`src/rtl/hwwdt_map.vh`:
```
`ifndef HWWDT_MAP_VH
`define HWWDT_MAP_VH
// Unlock and service bytes
`define HWWDT_KEY_FIRST 8'h1e
`define HWWDT_KEY_SECOND 8'he1
// Duration select field
`define HWWDT_SEL_MSB 2
`define HWWDT_SEL_LSB 0
`define HWWDT_SEL_RESET 3'h0
// Count chain widths
`define HWWDT_PRE_W 14
`define HWWDT_POST_W 7
`define HWWDT_PRE_FULL 14'h3fff
`define HWWDT_POST_ALL 7'h7f
// Oscillator periods per machine cycle
`define HWWDT_OSC_PER_MC 4'hc
`define HWWDT_MC_W 4
// Reset pulse length in oscillator periods; clk is the oscillator
`define HWWDT_PULSE_OSC 96
// Counter loads one less, since the loading edge counts too
`define HWWDT_PULSE_LAST 7'h5f
`define HWWDT_PULSE_W 7
`endif

```
`src/rtl/hwwdt_watchdog.v`:
```
`timescale 1ns/1ns
`default_nettype none
`include "hwwdt_map.vh"

module hwwdt_watchdog (
  input wire clk,
  input wire reset_n,
  input wire restartWrEn,
  input wire [7:0] restartWrData,
  input wire durationWrEn,
  input wire [7:0] durationWrData,
  input wire otherInstr,
  input wire powerDown,
  input wire wakeInt_n,
  output wire [7:0] durationRdData,
  output reg watchdogArmed_r,
  output reg chipReset_r
);
  reg rstMeta_r;
  reg rstSync_r;
  reg [`HWWDT_MC_W-1:0] mcDiv_r;
  localparam KEY_IDLE = 1'b0;
  localparam KEY_HALF = 1'b1;
  reg keyState_r;
  reg keyState_nxt;
  reg watchdogArmed_nxt;
  reg [`HWWDT_SEL_MSB:0] durSel_r;
  reg [`HWWDT_PULSE_W-1:0] pulseCnt_r;
  reg [`HWWDT_PULSE_W-1:0] pulseCnt_nxt;
  reg chipReset_nxt;
  reg wakeHold_r;
  reg powerDown_r;
  wire mcTick;
  wire keyDone;
  wire countEn;
  wire [`HWWDT_POST_W-1:0] postMask;
  wire overflow;
  wire countClear;
  wire postStep;
  wire [`HWWDT_PRE_W-1:0] preCnt;
  wire [`HWWDT_POST_W-1:0] postCnt;

  // Asynchronous assert, synchronous release
  always @(posedge clk or negedge reset_n) begin
    if (!reset_n) begin
      rstMeta_r <= 1'b0;
      rstSync_r <= 1'b0;
    end else begin
      rstMeta_r <= 1'b1;
      rstSync_r <= rstMeta_r;
    end
  end

  assign mcTick = (mcDiv_r == `HWWDT_OSC_PER_MC - 4'h1);
  assign keyDone = (keyState_r == KEY_HALF) && restartWrEn &&
    (restartWrData == `HWWDT_KEY_SECOND);
  // Oscillator is stopped in power-down, so no machine cycles pass
  assign countEn = watchdogArmed_r && mcTick && !powerDown &&
    !wakeHold_r;
  assign postMask = ~(`HWWDT_POST_ALL << durSel_r);
  assign overflow = countEn && (preCnt == `HWWDT_PRE_FULL) &&
    ((postCnt & postMask) == postMask);
  assign countClear = keyDone || overflow;
  assign postStep = countEn && (preCnt == `HWWDT_PRE_FULL);
  assign durationRdData = {5'h00, durSel_r};

  always @(posedge clk or negedge rstSync_r) begin
    if (!rstSync_r) begin
      mcDiv_r <= {`HWWDT_MC_W{1'b0}};
    end else if (powerDown) begin
      mcDiv_r <= {`HWWDT_MC_W{1'b0}};
    end else if (mcTick) begin
      mcDiv_r <= {`HWWDT_MC_W{1'b0}};
    end else begin
      mcDiv_r <= mcDiv_r + 4'h1;
    end
  end

  // Unlock sequence tracker; idle cycles are not instructions
  always @* begin
    keyState_nxt = keyState_r;
    case (keyState_r)
      KEY_IDLE: begin
        if (restartWrEn && (restartWrData == `HWWDT_KEY_FIRST)) begin
          keyState_nxt = KEY_HALF;
        end
      end
      KEY_HALF: begin
        if (restartWrEn) begin
          if (restartWrData == `HWWDT_KEY_FIRST) begin
            keyState_nxt = KEY_HALF;
          end else begin
            keyState_nxt = KEY_IDLE;
          end
        end else if (otherInstr || durationWrEn) begin
          keyState_nxt = KEY_IDLE;
        end
      end
      default: begin
        keyState_nxt = KEY_IDLE;
      end
    endcase
  end

  always @(posedge clk or negedge rstSync_r) begin
    if (!rstSync_r) begin
      keyState_r <= KEY_IDLE;
    end else begin
      keyState_r <= keyState_nxt;
    end
  end

  // Arm state; overflow disarms as the chip reset would
  always @* begin
    watchdogArmed_nxt = watchdogArmed_r;
    if (overflow) begin
      watchdogArmed_nxt = 1'b0;
    end else if (keyDone) begin
      watchdogArmed_nxt = 1'b1;
    end
  end

  always @(posedge clk or negedge rstSync_r) begin
    if (!rstSync_r) begin
      watchdogArmed_r <= 1'b0;
    end else begin
      watchdogArmed_r <= watchdogArmed_nxt;
    end
  end

  always @(posedge clk or negedge rstSync_r) begin
    if (!rstSync_r) begin
      durSel_r <= `HWWDT_SEL_RESET;
    end else if (overflow) begin
      durSel_r <= `HWWDT_SEL_RESET;
    end else if (durationWrEn && !watchdogArmed_r) begin
      durSel_r <= durationWrData[`HWWDT_SEL_MSB:`HWWDT_SEL_LSB];
    end
  end

  // Prescale stage carries into the programmable stage
  hwwdt_count #(
    .W(`HWWDT_PRE_W)
  ) preStage (
    .clk(clk),
    .rstIn_n(rstSync_r),
    .clear(countClear),
    .step(countEn),
    .count_r(preCnt)
  );

  hwwdt_count #(
    .W(`HWWDT_POST_W)
  ) postStage (
    .clk(clk),
    .rstIn_n(rstSync_r),
    .clear(countClear),
    .step(postStep),
    .count_r(postCnt)
  );

  // Wake by level interrupt: hold off until the line is released
  always @(posedge clk or negedge rstSync_r) begin
    if (!rstSync_r) begin
      powerDown_r <= 1'b0;
      wakeHold_r <= 1'b0;
    end else begin
      powerDown_r <= powerDown;
      if (wakeInt_n) begin
        wakeHold_r <= 1'b0;
      end else if (powerDown_r && !powerDown) begin
        wakeHold_r <= 1'b1;
      end
    end
  end

  // Reset pulse; its own counter survives the chip reset it causes
  always @* begin
    pulseCnt_nxt = pulseCnt_r;
    chipReset_nxt = chipReset_r;
    if (overflow) begin
      pulseCnt_nxt = `HWWDT_PULSE_LAST;
      chipReset_nxt = 1'b1;
    end else if (pulseCnt_r != {`HWWDT_PULSE_W{1'b0}}) begin
      pulseCnt_nxt = pulseCnt_r - 7'h01;
    end else begin
      chipReset_nxt = 1'b0;
    end
  end

  always @(posedge clk or negedge rstSync_r) begin
    if (!rstSync_r) begin
      pulseCnt_r <= {`HWWDT_PULSE_W{1'b0}};
      chipReset_r <= 1'b0;
    end else begin
      pulseCnt_r <= pulseCnt_nxt;
      chipReset_r <= chipReset_nxt;
    end
  end
endmodule

// Counter stage; clear wins over step, but a service still loses to an overflow in the same cycle
module hwwdt_count #(
  parameter W = 14
) (
  input wire clk,
  input wire rstIn_n,
  input wire clear,
  input wire step,
  output reg [W-1:0] count_r
);
  always @(posedge clk or negedge rstIn_n) begin
    if (!rstIn_n) begin
      count_r <= {W{1'b0}};
    end else if (clear) begin
      count_r <= {W{1'b0}};
    end else if (step) begin
      count_r <= count_r + {{(W-1){1'b0}}, 1'b1};
    end
  end
endmodule
`default_nettype wire

```
`config.mk`:
```
export PLATFORM = sky130hd
export DESIGN_NAME = hwwdt_watchdog
export DESIGN_NICKNAME = d
export VERILOG_FILES = /design/src/rtl/hwwdt_watchdog.v
export VERILOG_INCLUDE_DIRS = /design/src /design/src/rtl
export SDC_FILE = /design/constraint.sdc
export NUM_CORES = 1
export LEC_CHECK = 0
export ABC_AREA = 1
export BUFFER_PORTS_ARGS = -buffer_cell sky130_fd_sc_hd__buf_2
export CAP_MARGIN = 20
export CORE_ASPECT_RATIO = 1.5
export CORE_UTILIZATION = 57
export DETAILED_ROUTE_END_ITERATION = 10
export PLACE_DENSITY_LB_ADDON = 0.05
export SETUP_SLACK_MARGIN = 0.5
export SYNTH_ARGS = -nofsm -noshare
export SYNTH_HDL_FRONTEND = slang
export SYNTH_SLANG_ARGS = --single-unit
```
`constraint.sdc`:
```
create_clock -name clk -period 1.6 [get_ports clk]
set_clock_uncertainty 0.05 [all_clocks]
set_input_delay 0.16 -clock clk [delete_from_list [all_inputs] [get_ports clk]]
set_output_delay 0.16 -clock clk [all_outputs]
set_load 0.01 [all_outputs]
```
# Yosys cells after proc, flatten, opt, wreduce, memory -nomap -nowiden
# Index checks and enable logic that the tools add are counted.
dict set report totals {
  out_inout_bits 10
  input_bits 23
  ff_bits 42
  word_cells 69
}
dict set report classes {
  n_reduce_logical 22
  n_addsub 4
  shifts 1
  n_mux 21
  n_eq_ne 6
  bitwise 3
}
# cell count
set op_table {}
lappend op_table {{2-to-1 mux 14 bit} 2}
lappend op_table {{2-to-1 mux 7 bit} 4}
lappend op_table {{adder 14 x 1 -> 14 bit, second input constant} 1}
lappend op_table {{== test 14 bit, second input constant} 1}
lappend op_table {{nonzero test 2 bit} 6}
lappend op_table {{logical AND 1 bit} 10}
lappend op_table {{2-to-1 mux 1 bit} 10}
lappend op_table {{== test 8 x 5 -> 1 bit, second input constant} 1}
lappend op_table {{== test 8 bit, second input constant} 1}
lappend op_table {{2-to-1 mux 4 bit} 2}
lappend op_table {{adder 7 x 1 -> 7 bit, second input constant} 1}
lappend op_table {{AND 7 bit} 1}
lappend op_table {{== test 7 bit} 1}
lappend op_table {{inverter 7 bit} 1}
lappend op_table {{nonzero test 7 bit} 1}
lappend op_table {{<< shifter 7 x 3 -> 7 bit, first input constant} 1}
lappend op_table {{subtractor 7 x 1 -> 7 bit, second input constant} 1}
lappend op_table {{2-to-1 mux 3 bit} 2}
lappend op_table {{adder 4 x 1 -> 4 bit, second input constant} 1}
lappend op_table {{== test 4 bit, second input constant} 1}
lappend op_table {{zero test 1 bit} 3}
lappend op_table {{logical OR 1 bit} 2}
lappend op_table {{inequality test 2 bit, second input constant} 1}
lappend op_table {{one-hot mux 1 bit (2 select lines)} 1}
lappend op_table {{inverter 1 bit} 1}

# Depth between registers and ports, before layout
dict set report logic_depth {
  depth_word 8
  ltp_mapped 9
}

# Modules after synthesis
# A second synthesis with hierarchy kept.
dict set report unflattened {
  cells_unflattened 335
  area_unflattened_um2 2497.4
}
# mod seq_area_each_um2 n_inst area_per_inst_um2 cells_each
set modules_own_cells {}
lappend modules_own_cells {hwwdt_watchdog 525.5 1 1338.8 187}
lappend modules_own_cells {{hwwdt_count at preStage} 350.3 1 788.3 103}
lappend modules_own_cells {{hwwdt_count at postStage} 175.2 1 370.4 45}

# Least setup slack after synthesis
# No wires, ideal clock.
dict set report synth_path {
  kind {register -> register}
  from {register mcDiv_r[0]}
  to {register preStage.count_r[4]}
  t_required_ns 1.428
  stages_incl_launch_ff 10
  arrival_time_ns 1.424
  path_buffers 1
  path_slack_ns 0.004
  setup_ns 0.122
  synth_period_minus_slack_ns 1.596
  cell_sequence {dfrtp_1 > ha_1 > nand3_2 > nor2_4 > nand2_1 > nor2_4 > nand3_4 > nand2_4 > buf_12 > nor2_2}
}
dict set report synth_via {
  elab_chain_cells 8
}
# item line
set synth_rtl {}
lappend synth_rtl {{start, declared} hwwdt_watchdog.v:21} ;# reg [`HWWDT_MC_W-1:0] mcDiv_r;
lappend synth_rtl {{start signal, assigned} hwwdt_watchdog.v:69} ;# mcDiv_r <= {`HWWDT_MC_W{1'b0}};
lappend synth_rtl {{start signal, assigned} hwwdt_watchdog.v:71} ;# mcDiv_r <= {`HWWDT_MC_W{1'b0}};
lappend synth_rtl {{start signal, assigned} hwwdt_watchdog.v:73} ;# mcDiv_r <= {`HWWDT_MC_W{1'b0}};
lappend synth_rtl {{== test 4 bit (*)} hwwdt_watchdog.v:54} ;# assign mcTick = (mcDiv_r == `HWWDT_OSC_PER_MC - 4'h1);
lappend synth_rtl {{logical AND 1 bit (*) (3 in a row)} hwwdt_watchdog.v:58} ;# assign countEn = watchdogArmed_r && mcTick && !powerDown &&
lappend synth_rtl {{logical AND 1 bit (2 in a row)} hwwdt_watchdog.v:61} ;# assign overflow = countEn && (preCnt == `HWWDT_PRE_FULL) &&
lappend synth_rtl {{logical OR 1 bit} hwwdt_watchdog.v:63} ;# assign countClear = keyDone || overflow;
lappend synth_rtl {{2-to-1 mux 14 bit or nonzero test 2 bit (tied branches)} -}
lappend synth_rtl {{end signal, assigned} hwwdt_watchdog.v:214} ;# count_r <= {W{1'b0}};
lappend synth_rtl {{end signal, assigned} hwwdt_watchdog.v:216} ;# count_r <= {W{1'b0}};
lappend synth_rtl {{end signal, assigned} hwwdt_watchdog.v:218} ;# count_r <= count_r + {{(W-1){1'b0}}, 1'b1};
lappend synth_rtl {{end, declared} hwwdt_watchdog.v:210} ;# output reg [W-1:0] count_r
# Mark *: on every way between the ends. The rest lies on a longest branch, timed or not.
# A chain may end at the register's enable or synchronous reset.

# Worst setup path after layout
dict set report layout_path {
  from {register preStage.count_r[0]}
  to {register pulseCnt_r[5]}
}
dict set report layout_via {
  elab_chain_cells 4
}
# item line
set layout_rtl {}
lappend layout_rtl {{== test 14 bit (no line) (*)} -}
lappend layout_rtl {{logical AND 1 bit (*) (2 in a row)} hwwdt_watchdog.v:61}
lappend layout_rtl {{2-to-1 mux 7 bit or nonzero test 2 bit (tied branches)} -}
lappend layout_rtl {{end signal, assigned} hwwdt_watchdog.v:193} ;# pulseCnt_r <= {`HWWDT_PULSE_W{1'b0}};
lappend layout_rtl {{end signal, assigned} hwwdt_watchdog.v:196} ;# pulseCnt_r <= pulseCnt_nxt;
lappend layout_rtl {{end, declared} hwwdt_watchdog.v:28} ;# reg [`HWWDT_PULSE_W-1:0] pulseCnt_r;
# Marks and branches as above.

==> impl_metrics.csv <==
group,metric,value,unit
min_path,hold_depth,2,
outcome,violations,"setup timing",
worst_setup_path,crit_type,"reg2reg",
clock_tree,cts_tree,"done",
worst_setup_path,critPathCaptureType,"register",
min_path,hold_start,"otherInstr",
clock_tree,clk_pin_slew,0.08,ns
sta,slew_viol_final,0,
finish,syn2layout_area_growth,34.5,%
worst_setup_path,rr_startpoint,"preStage.count_r[0]$_DFFE_PN0P_",
power_and_ir_drop,finalPower,1.96,mW
grt,track_usage,0.268,
synthesis,synth-seq-area-share,0.444,
placed_design,portBuffers,22,
worst_setup_path,cpPeakStageDelay,0.40,ns
outcome,status,"complete, but fails checks",
worst_setup_path,cp-start-kind,"register",
placed_design,preCtsSetupSlack,-0.0135,ns
power_and_ir_drop,clkPwrFrac,0.350,
power_and_ir_drop,power.switching,0.491,mW
placed_design,place_hpwl,3.54,mm
power_and_ir_drop,ir_drop,702,uV
route,routed_wirelength,5.50,mm
clock_tree,ctsRootBufferMaster,"clkbuf_8",
clock_tree,htreeDepth,2,
finish,fillCellCount,276,
power_and_ir_drop,p_leak,1.59,nW
run,cap_violations,0,
die,io_pins,33,
synthesis,synth.most_common_cell,"nand2_1",
synthesis,synth_cell_types,30,
sta,finalSetupTns,-0.0499,ns
finish,antenna_cells,0,
clock_tree,cts_sinks,42,
power_and_ir_drop,power_switching_share,0.250,
sta,finalHoldViolCount,0,
route,vias_per_cell,5.28,
die,die_w,54.6,um
route,drc,0,
die,dieArea,4420,um2
placed_design,dpl_cell_area,2710,um2
worst_setup_path,worstPathCellList,"ha_4, nand4_1, nor2_4, nand3_2, inv_2, nand2_4, and3_4",
synthesis,syn_avg_cell_area,8.12,um2
grt,grt_max_degree,25,
sta,finalWorstSetupSlack,-0.0255,ns
power_and_ir_drop,seqPwrFrac,0.562,
grt,grt_pass1_vias,2032,
synthesis,yosys_warnings,0,
synthesis,synth-edff-count,0,
route,wl_per_cell,13.6,um
min_path,min_path_type,"in2reg",
worst_setup_path,worstPathRequired,1.75,ns
route,ant_nets,0,
worst_setup_path,crit_fanout,6,
grt,grt_remaining_overflow,0,
die,dieHeight,81.0,um
synthesis,synthTopCellsByCount,"60 x nand2_1, 42 x dfrtp_1, 36 x inv_1",
sta,rsz0062_at_grt,"yes",
placed_design,place_congestion,0.787,
finish,seq_area,1050,um2
worst_setup_path,reg2reg_to,"pulseCnt_r[5]$_DFFE_PN0P_",
clock_tree,clk_latency,0.30,ns
die,start_util,0.599,
synthesis,yosys.area.top_type,"dfrtp_1",
sta,max_freq,615,MHz
sta,final.min_clock_period,1.63,ns
route,drt-initial-drc-count,28,
finish,multi_input_area,1340,um2
min_path,whs_endpoint,"keyState_r$_DFF_PN0_",
synthesis,ys_seq_elements,42,
synthesis,ys.flop_type,"dfrtp_1",
worst_setup_path,worstPathArrival,1.77,ns
synthesis,syn_inst,292,
route,dr.pass1.iters,4,
worst_setup_path,slowest_stage,"dfrtp_1",
finish,drive_above_1_share,0.375,
die,rows,28,
grt,antenna_found_initial,0,
finish,fin_nets,387,
worst_setup_path,reg2reg_slack,-0.03,ns
synthesis,async_flop_share,1.00,
synthesis,netlist_area,2370,um2
power_and_ir_drop,power.density,615,nW/um2
sta,fin_crit_sh,1.02,
finish,fin_util,0.805,
route,vias,2138,
worst_setup_path,rr_worst_depth,7,
die,core-area,3960,um2
power_and_ir_drop,p_comb_frac,0.088,
clock_tree,cts_buffers,5,
grt,grt_pass1_wl,8.45,mm
finish,fin_area,3190,um2
synthesis,ys_top_cells_by_area,"dfrtp_1 44%, nand2_1 9.5%, inv_1 5.7%",
sta,finalSetupViolCount,5,
power_and_ir_drop,internal_power,1.47,mW
synthesis,yosysTopAreaCellShare,0.444,
clock_tree,clock_path_buffers,2,
## stage by stage
stage | instances | hold WS [ns]
after CTS | 396 | 0.00678
after detailed placement | 378 | -0.104
after global routing | 405 | 0.00154
after global placement | 378 | -0.106
after floorplan | 296 | -0.186
final | 405 | 0.00985
## cells by family (layout without fill, tap and decap cells)
logic type / count (synthesis) / in the layout / share of synthesized area
other: 2 / 6 / 0.00317
AOI/OAI and AO/OA: 26 / 26 / 0.0607
and+or+nand+nor: 155 / 155 / 0.318
xor gates and xnor gates: 16 / 16 / 0.0591
adders and majority gates: 5 / 5 / 0.0264
DFF: 42 / 42 / 0.444
buffers and inverters: 46 / 110 / 0.0892
## area by class of cell
class / count / share of cell area
repair buffers: 63 / 0.157
clock buffers: 5 / 0.0216
inverters: 39 / 0.0459
flip-flops and latches: 42 / 0.331
well taps: 45 / 0.0177
clock inverters: 3 / 0.00667
multi-input cells: 208 / 0.420
## layer usage
metal  vias to the layer above  share of wire  GRT usage
li1                       1056              -          -
met1                      1025           0.37      0.266
met2                        42           0.58      0.512
met3                        15          0.030     0.0468
met4                         0          0.028      0.103
met5                         -              0          0
## power groups by stage
stage | clock (mW) | combinational [mW] | sequential [mW]
global route | 0.737 | 0.196 | 1.11
finish | 0.686 | 0.172 | 1.10
global placement | 0 | 0.120 | 1.12
CTS | 0.709 | 0.149 | 1.10
floorplan | 0 | 0.0629 | 1.13
detailed placement | 0 | 0.122 | 1.12
## how the worst max path moves through the flow
stage	startpoint	to	slack [ns]	cells after the start
4_1_cts	preStage.count_r[1]$_DFFE_PN0P_	pulseCnt_r[5]$_DFFE_PN0P_	0.007	7
3_3_place_gp	preStage.count_r[0]$_DFFE_PN0P_	postStage.count_r[2]$_DFFE_PN0P_	0.009	8
6_report	preStage.count_r[0]$_DFFE_PN0P_	pulseCnt_r[5]$_DFFE_PN0P_	-0.03	7
2_1_floorplan	preStage.count_r[0]$_DFFE_PN0P_	preStage.count_r[4]$_DFFE_PN0P_	0.02	9
3_5_place_dp	mcDiv_r[0]$_DFF_PN0_	durSel_r[1]$_DFFE_PN0P_	-0.01	9
5_1_grt	preStage.count_r[0]$_DFFE_PN0P_	postStage.count_r[5]$_DFFE_PN0P_	-0.13	8
## layout by cell type, fill, tap and decap left out, types with 2 or more instances in the layout
| cell type | instances |
|---|---|
| nand2_1 | 50 |
| dfrtp_1 | 40 |
| inv_1 | 34 |
| nor2_1 | 26 |
| buf_4 | 25 |
| buf_2 | 19 |
| nor2_2 | 18 |
| buf_6 | 14 |
| nand4_1 | 11 |
| xor2_1 | 11 |
| nand3_1 | 10 |
| nand3_2 | 10 |
| nand2_2 | 8 |
| o21ai_0 | 6 |
| nor2_4 | 6 |
| conb_1 | 6 |
| inv_2 | 5 |
| a21oi_1 | 5 |
| clkbuf_8 | 5 |
| nand3_4 | 4 |
| o211ai_1 | 4 |
| nand2_4 | 4 |
| o21ai_1 | 4 |
| xnor2_1 | 4 |
| dlygate4sd3_1 | 4 |
| o21ai_2 | 3 |
| ha_1 | 3 |
| a21oi_2 | 2 |
| nor3_1 | 2 |
| ha_4 | 2 |
| dfrtp_2 | 2 |
## critical path: cells and delay by family, from the launching register on
kind,cells,cell delay (ns)
adders and majority gates,1,0.18
DFF,1,0.40
and+or+nand+nor,5,0.80
buffers and inverters,1,0.10
## flip-flops by register name (all words and copies together) (netlist names)
register	flops
rstMeta_r	1
chipReset_r	1
preStage.count_r	14
rstSync_r	1
watchdogArmed_r	1
postStage.count_r	7
wakeHold_r	1
mcDiv_r	4
powerDown_r	1
keyState_r	1
pulseCnt_r	7
durSel_r	3
## timing repair
item / CTS / global route
gates cloned: 0 / 0
hold buffers: 4 / 0
endpoints found under the setup margin: 39 / 39
pin swaps: 22 / 18
gates resized for setup: 29 / 31
setup buffers: 6 / 9
hold endpoints to repair: 4 / 0
No activity file was read; power rests on OpenSTA's default activity.
